### src/pkg/compare_waveform_map.vh
// register offsets, fields, reset values and codes for the compare waveform block
`ifndef COMPARE_WAVEFORM_MAP_VH
`define COMPARE_WAVEFORM_MAP_VH
`define CW_ADDR_CTRL      8'h00
`define CW_ADDR_WAVE      8'h04
`define CW_ADDR_DRV       8'h08
`define CW_ADDR_INTEN     8'h0C
`define CW_ADDR_EVEN      8'h10
`define CW_ADDR_FLAG      8'h14
`define CW_ADDR_CMD       8'h18
`define CW_ADDR_PERIOD    8'h1C
`define CW_ADDR_PERBUF    8'h20
`define CW_ADDR_COUNT     8'h24
`define CW_ADDR_CAPMODE   8'h28
`define CW_ADDR_CC_BASE   8'h40
`define CW_ADDR_CCB_BASE  8'h80
`define CW_CTRL_EN_BIT    0
`define CW_CMD_NONE       2'h0
`define CW_CMD_UPDATE     2'h3
`define CW_WAVE_NORMAL_FREQUENCY_MODE      3'h0
`define CW_WAVE_MATCH_FREQUENCY_MODE      3'h1
`define CW_WAVE_SINGLE_SLOPE_PWM_MODE      3'h2
`define CW_WAVE_DUAL_SLOPE_TOP_MODE     3'h4
`define CW_WAVE_DSZERO    3'h5
`define CW_WAVE_DUAL_SLOPE_BOTH_MODE    3'h6
`define CW_WAVE_DSCRIT    3'h7
`define CW_RST_WAVE       3'h0
`define CW_RST_CAPMODE    1'b0
`define CW_RST_PERIOD     16'hFFFF
`endif

### src/rtl/compare_waveform_channels.v
// compare, double buffering and waveform generation for a timer's channels
// What this block does
// channels reset into compare mode
// counter compared with every active compare value
// active value loads from buffer on update
// buffered loads happen only at update point
// mode selects waveform; invert bit flips output
// match flag set on next counting clock
// match gives interrupt and event when enabled
// every match also raises a DMA request
// seven waveform modes supported
// dual-slope modes choose top/zero/both/critical events
// match-frequency top is channel zero compare
// other modes take top from period
// dual-slope updates when counter reaches zero
// other modes update on wrap or retrigger
// single-slope output set at zero, cleared on match
//
// The placing of the registers and the strobed register port were chosen for this implementation.
`timescale 1ns/1ps
`default_nettype none
`include "compare_waveform_map.vh"
module compare_waveform_channels #(
  parameter integer CH = 4,
  parameter integer CW = 16
) (
  input  wire          clk_i,
  input  wire          nrst_i,
  input  wire [7:0]    addr_i,
  input  wire [31:0]   wdata_i,
  input  wire          wr_i,
  input  wire          rd_i,
  input  wire          count_en_i,
  input  wire          retrigger_i,
  output reg  [31:0]   rdata_o,
  output reg  [CH-1:0] channel_waveform_output_o,
  output reg           irq_o,
  output reg  [CH-1:0] match_event_o,
  output reg  [CH-1:0] dma_req_o,
  output reg           ovf_event_o,
  output reg           critical_o
);

  reg            enable_q;
  reg  [2:0]     waveform_mode_field_q;
  reg  [CH-1:0]  output_invert_bit_q;
  reg  [CH-1:0]  channel_match_irq_enable_q;
  reg  [CH-1:0]  channel_match_event_enable_q;
  reg  [CH-1:0]  channel_match_flag_q;
  reg  [CH-1:0]  capture_mode_q;
  reg  [CW-1:0]  period_register_q;
  reg  [CW-1:0]  period_buf_q;
  reg  [CW-1:0]  count_q;
  reg            down_q;
  reg            force_upd_q;
  reg  [CW-1:0]  channel_compare_value_q  [0:CH-1];
  reg  [CW-1:0]  channel_compare_buffer_q [0:CH-1];
  reg  [CH-1:0]  wave_q;

  wire           dual_slope;
  wire           match_frequency_mode;
  wire [CW-1:0]  top;
  wire           tick;
  wire           at_top;
  wire           at_zero;
  wire           wrap;
  wire           ds_zero;
  wire           ds_top;
  wire           cmd_wr;
  wire           force_cmd;
  wire           update;
  reg            ovf_ev;
  reg            crit_ev;
  wire [CH-1:0]  match;

  // top source, ticks and update point
  assign dual_slope = waveform_mode_field_q[2];
  assign match_frequency_mode       = (waveform_mode_field_q == `CW_WAVE_MATCH_FREQUENCY_MODE);
  assign top        = match_frequency_mode ? channel_compare_value_q[0] : period_register_q;
  assign tick       = enable_q & count_en_i;
  assign at_top     = (count_q == top);
  assign at_zero    = (count_q == {CW{1'b0}});
  assign wrap       = tick & ~dual_slope & at_top;
  assign ds_zero    = tick & dual_slope & down_q & (count_q == {{(CW-1){1'b0}}, 1'b1});
  assign ds_top     = tick & dual_slope & ~down_q & at_top;
  assign cmd_wr     = wr_i & (addr_i == `CW_ADDR_CMD);
  assign force_cmd  = cmd_wr & (wdata_i[1:0] == `CW_CMD_UPDATE);
  assign update     = ds_zero | wrap | (enable_q & retrigger_i) | force_upd_q;

  // dual-slope and single-slope event selection
  always @* begin
    ovf_ev  = 1'b0;
    crit_ev = 1'b0;
    case (waveform_mode_field_q)
      `CW_WAVE_NORMAL_FREQUENCY_MODE: begin
        ovf_ev = wrap;
      end
      `CW_WAVE_MATCH_FREQUENCY_MODE: begin
        ovf_ev = wrap;
      end
      `CW_WAVE_SINGLE_SLOPE_PWM_MODE: begin
        ovf_ev = wrap;
      end
      `CW_WAVE_DUAL_SLOPE_TOP_MODE: begin
        ovf_ev = ds_top;
      end
      `CW_WAVE_DSZERO: begin
        ovf_ev = ds_zero;
      end
      `CW_WAVE_DUAL_SLOPE_BOTH_MODE: begin
        ovf_ev = ds_top | ds_zero;
      end
      `CW_WAVE_DSCRIT: begin
        crit_ev = ds_zero;
      end
      default: begin
        ovf_ev = 1'b0;
      end
    endcase
  end

  // counter
  always @(posedge clk_i or negedge nrst_i) begin
    if (!nrst_i) begin
      count_q <= {CW{1'b0}};
      down_q  <= 1'b0;
    end else if (enable_q & retrigger_i) begin
      count_q <= {CW{1'b0}};
      down_q  <= 1'b0;
    end else if (tick) begin
      if (!dual_slope) begin
        count_q <= at_top ? {CW{1'b0}} : count_q + 1'b1;
        down_q  <= 1'b0;
      end else if (!down_q) begin
        if (at_top) begin
          count_q <= count_q - 1'b1;
          down_q  <= 1'b1;
        end else begin
          count_q <= count_q + 1'b1;
        end
      end else begin
        if (count_q <= {{(CW-1){1'b0}}, 1'b1}) begin
          count_q <= {CW{1'b0}};
          down_q  <= 1'b0;
        end else begin
          count_q <= count_q - 1'b1;
        end
      end
    end
  end

  // per-channel compare, buffer and waveform
  genvar g;
  generate
    for (g = 0; g < CH; g = g + 1) begin : chan
      wire [31:0] cc_sum   = `CW_ADDR_CC_BASE + g * 4;
      wire [31:0] ccb_sum  = `CW_ADDR_CCB_BASE + g * 4;
      wire [7:0]  cc_addr  = cc_sum[7:0];
      wire [7:0]  ccb_addr = ccb_sum[7:0];
      assign match[g] = tick & ~capture_mode_q[g] &
                        (count_q == channel_compare_value_q[g]);
      always @(posedge clk_i or negedge nrst_i) begin
        if (!nrst_i) begin
          channel_compare_value_q[g]  <= {CW{1'b0}};
          channel_compare_buffer_q[g] <= {CW{1'b0}};
        end else begin
          if (wr_i && addr_i == ccb_addr)
            channel_compare_buffer_q[g] <= wdata_i[CW-1:0];
          if (update)
            channel_compare_value_q[g] <= channel_compare_buffer_q[g];
          else if (wr_i && addr_i == cc_addr)
            channel_compare_value_q[g] <= wdata_i[CW-1:0];
        end
      end
      always @(posedge clk_i or negedge nrst_i) begin
        if (!nrst_i) begin
          wave_q[g] <= 1'b0;
        end else if (tick) begin
          case (waveform_mode_field_q)
            `CW_WAVE_NORMAL_FREQUENCY_MODE: begin
              if (wrap) wave_q[g] <= ~wave_q[g];
            end
            `CW_WAVE_MATCH_FREQUENCY_MODE: begin
              if (wrap) wave_q[g] <= ~wave_q[g];
            end
            `CW_WAVE_SINGLE_SLOPE_PWM_MODE: begin
              if (match[g]) wave_q[g] <= 1'b0;
              else if (at_zero) wave_q[g] <= 1'b1;
            end
            default: begin
              if (count_q < channel_compare_value_q[g]) wave_q[g] <= 1'b0;
              else wave_q[g] <= 1'b1;
            end
          endcase
        end
      end
    end
  endgenerate

  // software registers
  always @(posedge clk_i or negedge nrst_i) begin
    if (!nrst_i) begin
      enable_q                     <= 1'b0;
      waveform_mode_field_q        <= `CW_RST_WAVE;
      output_invert_bit_q          <= {CH{1'b0}};
      channel_match_irq_enable_q   <= {CH{1'b0}};
      channel_match_event_enable_q <= {CH{1'b0}};
      capture_mode_q               <= {CH{`CW_RST_CAPMODE}};
      period_register_q            <= `CW_RST_PERIOD;
      period_buf_q                 <= `CW_RST_PERIOD;
      force_upd_q                  <= 1'b0;
    end else begin
      force_upd_q <= force_cmd;
      if (update)
        period_register_q <= period_buf_q;
      if (wr_i) begin
        case (addr_i)
          `CW_ADDR_CTRL: begin
            enable_q <= wdata_i[`CW_CTRL_EN_BIT];
          end
          `CW_ADDR_WAVE: begin
            waveform_mode_field_q <= wdata_i[2:0];
          end
          `CW_ADDR_DRV: begin
            output_invert_bit_q <= wdata_i[CH-1:0];
          end
          `CW_ADDR_INTEN: begin
            channel_match_irq_enable_q <= wdata_i[CH-1:0];
          end
          `CW_ADDR_EVEN: begin
            channel_match_event_enable_q <= wdata_i[CH-1:0];
          end
          `CW_ADDR_CAPMODE: begin
            capture_mode_q <= wdata_i[CH-1:0];
          end
          `CW_ADDR_PERBUF: begin
            period_buf_q <= wdata_i[CW-1:0];
          end
          default: begin
            enable_q <= enable_q;
          end
        endcase
      end
    end
  end

  // match flags: set wins over write-one-to-clear
  always @(posedge clk_i or negedge nrst_i) begin
    if (!nrst_i) begin
      channel_match_flag_q <= {CH{1'b0}};
    end else if (wr_i && addr_i == `CW_ADDR_FLAG) begin
      channel_match_flag_q <= (channel_match_flag_q & ~wdata_i[CH-1:0]) | match;
    end else begin
      channel_match_flag_q <= channel_match_flag_q | match;
    end
  end

  // outputs, all registered
  always @(posedge clk_i or negedge nrst_i) begin
    if (!nrst_i) begin
      channel_waveform_output_o <= {CH{1'b0}};
      irq_o                     <= 1'b0;
      match_event_o             <= {CH{1'b0}};
      dma_req_o                 <= {CH{1'b0}};
      ovf_event_o               <= 1'b0;
      critical_o                <= 1'b0;
    end else begin
      channel_waveform_output_o <= wave_q ^ output_invert_bit_q;
      irq_o         <= |(channel_match_flag_q & channel_match_irq_enable_q);
      match_event_o <= match & channel_match_event_enable_q;
      dma_req_o     <= match;
      ovf_event_o   <= ovf_ev;
      critical_o    <= crit_ev;
    end
  end

  // read data, one cycle after the strobe
  always @(posedge clk_i or negedge nrst_i) begin
    if (!nrst_i) begin
      rdata_o <= 32'h0000_0000;
    end else if (rd_i) begin
      rdata_o <= 32'h0000_0000;
      case (addr_i)
        `CW_ADDR_CTRL: begin
          rdata_o[0] <= enable_q;
        end
        `CW_ADDR_WAVE: begin
          rdata_o[2:0] <= waveform_mode_field_q;
        end
        `CW_ADDR_DRV: begin
          rdata_o[CH-1:0] <= output_invert_bit_q;
        end
        `CW_ADDR_INTEN: begin
          rdata_o[CH-1:0] <= channel_match_irq_enable_q;
        end
        `CW_ADDR_EVEN: begin
          rdata_o[CH-1:0] <= channel_match_event_enable_q;
        end
        `CW_ADDR_FLAG: begin
          rdata_o[CH-1:0] <= channel_match_flag_q;
        end
        `CW_ADDR_PERIOD: begin
          rdata_o[CW-1:0] <= period_register_q;
        end
        `CW_ADDR_PERBUF: begin
          rdata_o[CW-1:0] <= period_buf_q;
        end
        `CW_ADDR_COUNT: begin
          rdata_o[CW-1:0] <= count_q;
        end
        `CW_ADDR_CAPMODE: begin
          rdata_o[CH-1:0] <= capture_mode_q;
        end
        default: begin
          rdata_o <= rd_mux(addr_i);
        end
      endcase
    end else begin
      rdata_o <= 32'h0000_0000;
    end
  end

  // compare and buffer read-back
  function [31:0] rd_mux;
    input [7:0] a;
    integer i;
    begin
      rd_mux = 32'h0000_0000;
      for (i = 0; i < CH; i = i + 1) begin
        if (a == `CW_ADDR_CC_BASE + i * 4)
          rd_mux[CW-1:0] = channel_compare_value_q[i];
        if (a == `CW_ADDR_CCB_BASE + i * 4)
          rd_mux[CW-1:0] = channel_compare_buffer_q[i];
      end
    end
  endfunction

endmodule
`default_nettype wire

### config.mk
export PLATFORM = sky130hd
export DESIGN_NAME = compare_waveform_channels
export DESIGN_NICKNAME = d
export VERILOG_FILES = /design/src/rtl/compare_waveform_channels.v
export VERILOG_INCLUDE_DIRS = /design/src /design/src/pkg
export SDC_FILE = /design/constraint.sdc
export NUM_CORES = 1
export LEC_CHECK = 0
export ABC_CLOCK_PERIOD_IN_PS = 3700
export BUFFER_PORTS_ARGS = -buffer_cell sky130_fd_sc_hd__buf_2
export CORE_ASPECT_RATIO = 0.5
export CORE_UTILIZATION = 42
export CTS_CLUSTER_DIAMETER = 150
export DETAILED_ROUTE_END_ITERATION = 16
export SYNTH_ARGS = -nofsm -noshare
export SYNTH_HDL_FRONTEND = slang
export SYNTH_SLANG_ARGS = --single-unit
### constraint.sdc
create_clock -name clk_i -period 3.7 [get_ports clk_i]
set_input_delay 0.74 -clock clk_i [delete_from_list [all_inputs] [get_ports clk_i]]
set_output_delay 0.74 -clock clk_i [all_outputs]
set_load 0.005 [all_outputs]
### Yosys cells after proc, flatten, opt, wreduce, memory -nomap -nowiden

Index checks and enable logic that the tools add are counted.

| storage, ports and cells | value |
|---|---|
| input bits | 46 |
| register bits after elaboration | 253 |
| word-level logic and storage cells | 202 |

| operators by class | value |
|---|---|
| reductions and logical operators | 33 |
| $lt $le $gt $ge | 5 |
| bitwise operators | 40 |
| $add $sub $neg | 2 |
| equality and inequality tests | 36 |
| mux-type cells | 55 |

Operators with widths:

| kind | count |
|---|---|
| $mux W16 | 25 |
| $eq A16 B16 Y1 | 5 |
| $lt A16 B16 Y1 | 4 |
| $pmux W12 S4 | 1 |
| $eq A8 B5 Y1 const B | 4 |
| $eq A8 B7 Y1 const B | 4 |
| $eq A8 B8 Y1 const B | 4 |
| $eq A8 B6 Y1 const B | 3 |
| $mux W1 | 20 |
| $pmux W2 S10 | 1 |
| $and A1 B1 Y1 | 19 |
| $add A16 B1 Y16 const B | 1 |
| $eq A16 B1 Y1 const B | 1 |
| $eq A8 B4 Y1 const B | 2 |
| $le A16 B1 Y1 const B | 1 |
| $logic_not A16 Y1 | 1 |
| $sub A16 B1 Y16 const B | 1 |
| $reduce_and A2 Y1 | 7 |
| $and A4 B4 Y4 | 3 |
| $eq A3 B3 Y1 const B | 4 |
| $ne A3 B3 Y1 const B | 4 |
| $reduce_and A3 Y1 | 4 |
| $not A1 Y1 | 10 |
| $pmux W1 S10 | 1 |
| other kinds (21) | 41 |

### Depth between registers and ports, before layout

Gate-level depths: netlist (run 1).

| logic depth | value |
|---|---|
| word-level depth | 11 |
| gate-level depth with buffers | 13 |

### Worst setup path after synthesis (run 1)

OpenSTA, ideal clock, no wires.

| timing | value |
|---|---|
| kind | reg2reg |
| start | reg waveform_mode_field_q[2] |
| end | reg period_register_q[1] |
| required time | 3618 ps |
| arrival time | 2774 ps |
| path buffers | 4 |
| library setup time | 82 ps |
| setup slack | 843 ps |
| stages on the path, launching flop included | 12 |
| cells stage by stage | dfrtp_1 > buf_6 > or3b_1 > buf_2 > or3_1 > a22oi_1 > o2111a_1 > nand3_2 > o311ai_2 > buf_4 > buf_8 > mux2_2 |

| on the way | value |
|---|---|
| word-level cells in the longest chain between the ends | 7 |

RTL lines:

| element | line | RTL |
|---|---|---|
| start: declaration | compare_waveform_channels.v:45 | `reg [2:0] waveform_mode_field_q;` |
| start signal: assignment | compare_waveform_channels.v:204 | `` waveform_mode_field_q <= `CW_RST_WAVE; `` |
| start signal: assignment | compare_waveform_channels.v:222 | `waveform_mode_field_q <= wdata_i[2:0];` |
| $eq A3 B1 Y1 | - |  |
| $mux W16 | compare_waveform_channels.v:79 | `assign top = match_frequency_mode ? channel_compare_value_q[0] : period_register_q;` |
| $eq A16 B16 Y1 | compare_waveform_channels.v:81 | `assign at_top = (count_q == top);` |
| $and A1 B1 Y1 | compare_waveform_channels.v:83 | `assign wrap = tick & ~dual_slope & at_top;` |
| $or A1 B1 Y1 (*) (3 in a row) | compare_waveform_channels.v:88 | `assign update = ds_zero \| wrap \| (enable_q & retrigger_i) \| force_upd_q;` |
| end signal: assignment | compare_waveform_channels.v:209 | `` period_register_q <= `CW_RST_PERIOD; `` |
| end signal: assignment | compare_waveform_channels.v:215 | `period_register_q <= period_buf_q;` |
| end: declaration | compare_waveform_channels.v:51 | `reg [CW-1:0] period_register_q;` |

Every way passes the cells marked *; elsewhere a longest branch is shown, timed or not.
A chain may end at the register's enable or synchronous reset.

### Worst setup path after layout (run 1)

| timing | value |
|---|---|
| start | reg waveform_mode_field_q[2] |
| end | reg wave_q[0] |

| on the way | value |
|---|---|
| word-level cells in the longest chain between the ends | 6 |

RTL lines:

| element | line | RTL |
|---|---|---|
| $eq A3 B1 Y1 | compare_waveform_channels.v:179 | `case (waveform_mode_field_q)` |
| $mux W16 | compare_waveform_channels.v:79 |  |
| $eq A16 B16 Y1 | compare_waveform_channels.v:81 |  |
| $and A1 B1 Y1 | compare_waveform_channels.v:83 |  |
| $ne A2 B1 Y1 (no line) | - |  |
| $reduce_and A3 Y1 (no line) | - |  |
| end signal: indexed assignment | compare_waveform_channels.v:181 | `if (wrap) wave_q[g] <= ~wave_q[g];` |
| end signal: indexed assignment | compare_waveform_channels.v:184 | `if (wrap) wave_q[g] <= ~wave_q[g];` |
| end: declaration | compare_waveform_channels.v:58 | `reg [CH-1:0] wave_q;` |

Parallel ways exist; a longest one is shown, timed or not.

==> out/results.tsv, run 1 <==
metric	value	unit
status	completed	
hold_viol	0	
fin_util	48.32	%
wirelength	42210	um
vias	11190	
clock_latency	0.54	ns
layout-area-overhead-vs-synth	12.37	%
cap_violations	0	
grt_pass1_vias	10910	
maxSlewHeadroom	30.77	%
yosys_warnings	0	
swShare	30.53	%
postRouteAntennaNets	0	
dp_hpwl	30110	um
die_w	257.5	um
p_sw	2.182	mW
ir_drop	0.2727	mV
postCtsSetupBuffers	0	
powerDensity	463.9	nW/um2
portBuffers	60	
die-area	33420	um2
cp.required	4.13	ns
fin_crit_sh	91.80	%
period_needed	3.397	ns
place_congestion	0.9188	
routedWlPerCell	22.73	um
clk_pin_slew_worst_paths	0.07	ns
tritoncts	done	
ios	93	
fillers	2994	
pwr-share-comb	20.3	%
num_rows	46	
hold_class	in -> async	
synth-seq-cells	237	
layout-drive-gt1-share	22.07	%
tns	0	ns
intPower	4.966	mW
rr_worst_depth	8	
cts_buffers	24	
power	7.149	mW
synth.cell_area	13710	um2
start_kind	flop	
first_pass_iters	6	
drt_iter0_markers	1081	
met2_usage	38.99	%
worst_slew_pin_slew	1.036	ns
viasPerCell	6.026	
cts_hold_buf	0	
cp-end-kind	flop	
gr-usage-met3	5.672	%
critical-path-max-stage-delay	0.62	ns
timing.rr.end	wave_q[0]	
path_class	reg -> reg	
path_depth	8	
synth_edf_count	0	
r2r_start	waveform_mode_field_q[2]	
busiest_layer	met2	
clock-sinks	237	
cp-startpoint	waveform_mode_field_q[2]	
seq_power_share	41.6	%
synthFlopType	dfrtp_1	
rsz0062_at_grt	false	
overflow	0	
crit_family	simple AND/OR/NAND/NOR gates	
ctsLongestPathBuffers	3	
worstPathArrival	3.82	ns
syn_inst	1356	
cts-resized-gates	0	
drc	0	
coreArea	31890	um2
ys_async_sr_fraction	100.0	%
leakagePower	7.440	nW
ys_seq_area_share	43.54	%
p_clk_share	38.1	%
fmax	294.4	MHz
track_usage	25.27	%
drv_slew	0	
hold_slack	0.2588	ns
die_h	129.8	um
setup_viol	0	
path_buf_inv	0	
critPathSlowestCell	or3b_1	
crit_chain	or3b_1 > mux2i_1 > o221ai_2 > nor4_4 > and3_1 > o31ai_1 > a21oi_1 > mux2_2	
grt_max_degree	108	
clock_skew	0.01521	ns
grt_pass1_wl	65000	um
start_util	43.00	%
antenna_found_initial	3	
met1_usage	35.57	%
critPathMaxFanout	11	
nets	1519	
rrSetupSlack	0.30	ns
ys_types	72	
root_buffer	clkbuf_16	
syn_avg_cell_area	10.11	um2
htreeDepth	1	
[how the worst max path moves through the flow]
stage                                  end
4_1_cts        channel_compare_value_q[22]
3_3_place_gp   channel_compare_value_q[38]
6_report                         wave_q[0]
5_1_grt        channel_compare_value_q[22]
3_5_place_dp   channel_compare_value_q[20]
2_1_floorplan         period_register_q[1]
[stage by stage]
stage	cells	setup slack [ns]	area (um2)
6_report	1857	0.3033	15410
5_1_grt	1855	0.1462	15400
4_1_cts	1855	0.3940	15400
3_5_place_dp	1811	0.3886	14530
3_3_place_gp	1811	0.4713	14530
2_1_floorplan	1371	0.8434	13770
[cell type report]
class	count	area, um2	area share (%)
diodes	2	5.005	0.03248
clock buffers	34	709.4	4.604
clock inverters	10	160.2	1.039
inverters	82	307.8	1.998
multi-input cells	948	6964	45.20
flip-flops and latches	237	5971	38.75
well taps	432	540.5	3.508
repair buffers	112	750.7	4.872
[cell usage in the layout (no fill, tap or decap), drive strengths merged, types with 8 or more instances in the layout]
cell type,Yosys,layout
a21o,25,25
a21oi,42,42
a221oi,16,16
a22oi,78,78
a31oi,16,16
and2,8,8
and3,12,12
buf,49,112
clkbuf,55,34
conb,1,16
dfrtp,205,205
dfstp,32,32
ha,68,68
inv,82,83
mux2,115,115
mux2i,71,71
nand2,115,115
nand2b,9,9
nand3,28,28
nand4,23,23
nor2,53,53
nor2b,14,14
nor3,13,13
nor4,9,9
o21ai,103,103
o31ai,8,8
xnor2,13,13
xor2,8,8
[power groups by stage]
stage | Sequential [mW] | Clock [mW] | Combinational (mW)
2_1_floorplan | 2.92 | 0 | 0.983
3_3_place_gp | 3.01 | 0 | 1.38
3_5_place_dp | 3.01 | 0 | 1.42
4_1_cts | 2.97 | 2.76 | 1.43
5_1_grt | 2.99 | 2.87 | 1.60
6_report | 2.97 | 2.72 | 1.45
[registers in the layout, indices dropped and copies added, names as in the netlist, 3 cells and up]
| name | count |
|---|---|
| capture_mode_q | 4 |
| channel_compare_buffer_q | 64 |
| dma_req_o | 4 |
| count_q | 16 |
| channel_compare_value_q | 64 |
| channel_waveform_output_o | 4 |
| match_event_o | 4 |
| channel_match_irq_enable_q | 4 |
| channel_match_event_enable_q | 4 |
| rdata_o | 16 |
| output_invert_bit_q | 4 |
| channel_match_flag_q | 4 |
| waveform_mode_field_q | 3 |
| period_register_q | 16 |
| wave_q | 4 |
| period_buf_q | 16 |
[synth_stat cells (all sizes together), types with 3 or more instances]
cell type	instances	share of area, %
a222oi	7	0.51
nor4	9	0.52
dfstp	32	6.1
nor3	13	0.55
xnor2	13	0.83
a221oi	16	1.0
o21ai	103	3.8
ha	68	6.2
nor2b	14	0.64
nand3b	5	0.27
a31oi	16	0.78
a21o	25	1.4
mux2	115	9.4
a211oi	7	0.38
nand2b	9	0.41
o211ai	5	0.27
xor2	8	0.51
o32ai	3	0.19
mux2i	71	5.2
nand4	23	1.0
o31ai	8	0.44
o22ai	6	0.27
or2	4	0.18
or3	4	0.18
o21a	6	0.33
a21boi	4	0.22
o221ai	7	0.49
a2111oi	3	0.19
a22oi	78	4.3
inv	82	2.2
and2	8	0.37
nand2	115	3.1
dfrtp	205	37
clkbuf	55	1.6
nor2	53	1.5
a21oi	42	1.5
and3	12	0.55
buf	49	2.4
nand3	28	1.1
[worst reg2reg max path: stages (launching register included)]
cell      delay, ns
dfrtp_1        0.37
or3b_1         0.62
mux2i_1        0.31
o221ai_2       0.15
nor4_4         0.46
and3_1         0.57
o31ai_1        0.28
a21oi_1        0.19
mux2_2         0.34
[kinds of logic after synthesis]
kind of cell	after synthesis	share of synthesized area [%]
other cells	1	0.02735
buf+inv	186	6.150
simple gates	304	10.81
flops	237	43.54
compound gates	353	17.29
mux	186	14.63
fa+ha+maj	68	6.205
xor+xnor	21	1.341
[routing by layer]
layer | wire (um) | share of wire (%)
met2 | 18220 | 43
met4 | 1277 | 3.0
met3 | 3400 | 8.1
met1 | 19300 | 46
met5 | 13 | 0.031
Power figures use the tool's default switching activity.
==> run 2, diff against run 1 <==
--- a/config.mk
+++ b/config.mk
@@ -7,11 +7,12 @@
 export NUM_CORES = 1
 export LEC_CHECK = 0
 export ABC_CLOCK_PERIOD_IN_PS = 3700
-export BUFFER_PORTS_ARGS = -buffer_cell sky130_fd_sc_hd__buf_2
+export BUFFER_PORTS_ARGS = -buffer_cell sky130_fd_sc_hd__buf_4
 export CORE_ASPECT_RATIO = 0.5
 export CORE_UTILIZATION = 42
 export CTS_CLUSTER_DIAMETER = 150
 export DETAILED_ROUTE_END_ITERATION = 16
+export RECOVER_POWER = 50
 export SYNTH_ARGS = -nofsm -noshare
 export SYNTH_HDL_FRONTEND = slang
 export SYNTH_SLANG_ARGS = --single-unit
==> run 2 against run 1 <==
  * The flow now finishes with violations (capacitance limit, slew limit)
  * Cell count up 0.16%
  * First-iteration DRC count up 12%
  * Combinational power about the same
  * Clock skew up 0.0024 ns
  * Routed wire length up 2.2%
  * Power down 2.5%
  * Critical path depth unchanged
  * Highest routed layer is now met4
  * Hold slack better by 0.21 ns
  * Critical path type unchanged
  * Clock power down 7%
  * Largest cell class unchanged
==> out/results.tsv, run 2 (synthesis results as in run 1) <==
metric	value	unit	change
cts_hold_buf	0		unchanged
viasPerCell	6.088		was 6.026
grt_pass1_wl	66430	um	was 65000 um
leakagePower	7.426	nW	was 7.440 nW
rsz0062_at_grt	false		unchanged
postCtsSetupBuffers	0		unchanged
hold_viol	0		unchanged
intPower	4.831	mW	was 4.966 mW
coreArea	31890	um2	unchanged
critPathMaxFanout	11		unchanged
track_usage	25.99	%	was 25.27%
pre_cts_ws	0.4832	ns	was 0.3886 ns
start_kind	flop		unchanged
swShare	30.71	%	was 30.53%
nets	1525		was 1519
fin_crit_sh	90.14	%	was 91.80%
seq_area	5971	um2	unchanged
first_pass_iters	7		was 6
cp-end-kind	flop		unchanged
cts-resized-gates	0		unchanged
multi_input_area	6964	um2	unchanged
worst_slew_pin_slew	2.923	ns	was 1.036 ns
cts_buffers	23		was 24
tns	0	ns	unchanged
wirelength	43150	um	was 42210 um
p_sw	2.141	mW	was 2.182 mW
p_clk_share	36.2	%	was 38.1%
layout_commonest_cell	dfrtp_1		unchanged
fillers	2979		was 2994
hold_class	in -> reg		was in -> async
drt_iter0_markers	1209		was 1081
path_class	reg -> reg		unchanged
clock-sinks	237		unchanged
period_needed	3.335	ns	was 3.397 ns
critPathSlowestCell	or3b_1		unchanged
die_w	257.5	um	unchanged
postRouteAntennaNets	0		unchanged
htreeDepth	1		unchanged
setup_viol	0		unchanged
grt_pass1_vias	10840		was 10.91k
setup_slack	0.3648	ns	was 0.3033 ns
seq_power_share	42.7	%	was 41.6%
drc	0		unchanged
pwr-share-comb	21.1	%	was 20.3%
die-area	33420	um2	unchanged
powerDensity	450.0	nW/um2	was 463.9 nW/um2
clock_skew	0.01764	ns	was 0.01521 ns
fmax	299.8	MHz	was 294.4 MHz
root_buffer	clkbuf_16		unchanged
crit_chain	or3b_1 > mux2i_1 > o221ai_2 > nor4_4 > and3_1 > o31ai_1 > a21oi_1 > mux2_2		unchanged
tritoncts	done		unchanged
place_congestion	0.9324		was 0.9188
cap_violations	1		was 0
layout-area-overhead-vs-synth	13.01	%	was 12.37%
clock_latency	0.54	ns	about the same
critical-path-max-stage-delay	0.62	ns	about the same
cp.required	4.11	ns	was 4.13 ns
start_util	43.00	%	unchanged
fin_util	48.60	%	was 48.32%
clk_pin_slew_worst_paths	0.07	ns	about the same
final_cell_mix	205 x dfrtp_1, 115 x nand2_1, 115 x mux2_2		unchanged
maxSlewHeadroom	-94.89	%	was 30.77%
num_rows	46		unchanged
drv_slew	119		was 0
portBuffers	60		unchanged
antenna_found_initial	1		was 3
ios	93		unchanged
crit_family	simple AND/OR/NAND/NOR gates		unchanged
overflow	0		unchanged
layout-drive-gt1-share	21.93	%	was 22.07%
place_area	14730	um2	was 14530 um2
ir_drop	0.2185	mV	was 0.2727 mV
die_h	129.8	um	unchanged
dp_hpwl	30130	um	was 30110 um
violations	capacitance limit, slew limit		
vias	11320		was 11.19k
path_buf_inv	0		unchanged
final_area	15500	um2	was 15410 um2
routedWlPerCell	23.20	um	was 22.73 um
grt_max_degree	121		was 108
power	6.973	mW	was 7.149 mW
ctsLongestPathBuffers	3		unchanged
worstPathArrival	3.75	ns	was 3.82 ns
status	finished with violations		was completed
top_regs	channel_compare_buffer_q: 64 flops, channel_compare_value_q: 64 flops		unchanged
[run 2: cell types whose count changed in the layout (fill, tap and decap cells not counted), moves of 2 or more]
cell / previous run / this run
buf_4: 48 / 101
clkbuf_1: 4 / 9
clkbuf_4: 0 / 7
buf_2: 59 / 1
clkbuf_2: 0 / 2
clkbuf_16: 25 / 23
[run 2: layout make-up]
| cell class | instances | area share, % |
|---|---|---|
| flip-flops and latches | 237 | 38.53 |
| well taps | 432 | 3.488 |
| inverters | 82 | 1.986 |
| diodes | 1 | 0.01615 |
| repair buffers | 119 | 5.943 |
| multi-input cells | 948 | 44.94 |
| clock buffers | 34 | 4.368 |
| clock inverters | 7 | 0.7267 |
[run 2: worst reg2reg max path: stages (launching register included)]
cell	delay, ns
dfrtp_1	0.38
or3b_1	0.62
mux2i_1	0.28
o221ai_2	0.14
nor4_4	0.46
and3_1	0.53
o31ai_1	0.26
a21oi_1	0.19
mux2_2	0.35
[run 2: power groups by stage]
stage | clock network [mW] | registers, mW | logic, mW
after floorplan | 0 | 2.92 | 0.983
after global placement | 0 | 3.01 | 1.39
after detailed placement | 0 | 3.01 | 1.43
after CTS | 2.57 | 2.97 | 1.44
after global routing | 2.68 | 2.99 | 1.61
final | 2.53 | 2.97 | 1.47
[run 2: stage by stage]
step / instances / hold WS [ns]
global route: 1859 / 0.4516
detailed placement: 1818 / 0.4784
finish: 1860 / 0.4676
global placement: 1818 / 0.4632
CTS: 1859 / 0.3622
floorplan: 1371 / 0.4444
[run 2: path summary, 6_finish.rpt]
check,start,to,slack (ns),cells after the start
min in group asynchronous,nrst_i,channel_compare_buffer_q[51],1.09,1
hold / removal,retrigger_i,count_q[1],0.47,2
max in group asynchronous,nrst_i,period_register_q[9],0.78,2
hold reg to reg,wave_q[3],channel_waveform_output_o[3],0.49,1
setup / recovery,waveform_mode_field_q[2],wave_q[0],0.36,8
setup reg to reg,waveform_mode_field_q[2],wave_q[0],0.36,8
[run 2: per-layer routing]
metal | GRT usage (%) | share of wire (%) | vias to the layer above
met4 | 6.335 | 2.4 | 0
li1 | - | - | 5026
met2 | 39.60 | 43 | 548
met1 | 38.34 | 46 | 5668
met5 | 0 | 0 | -
met3 | 4.545 | 8.5 | 82
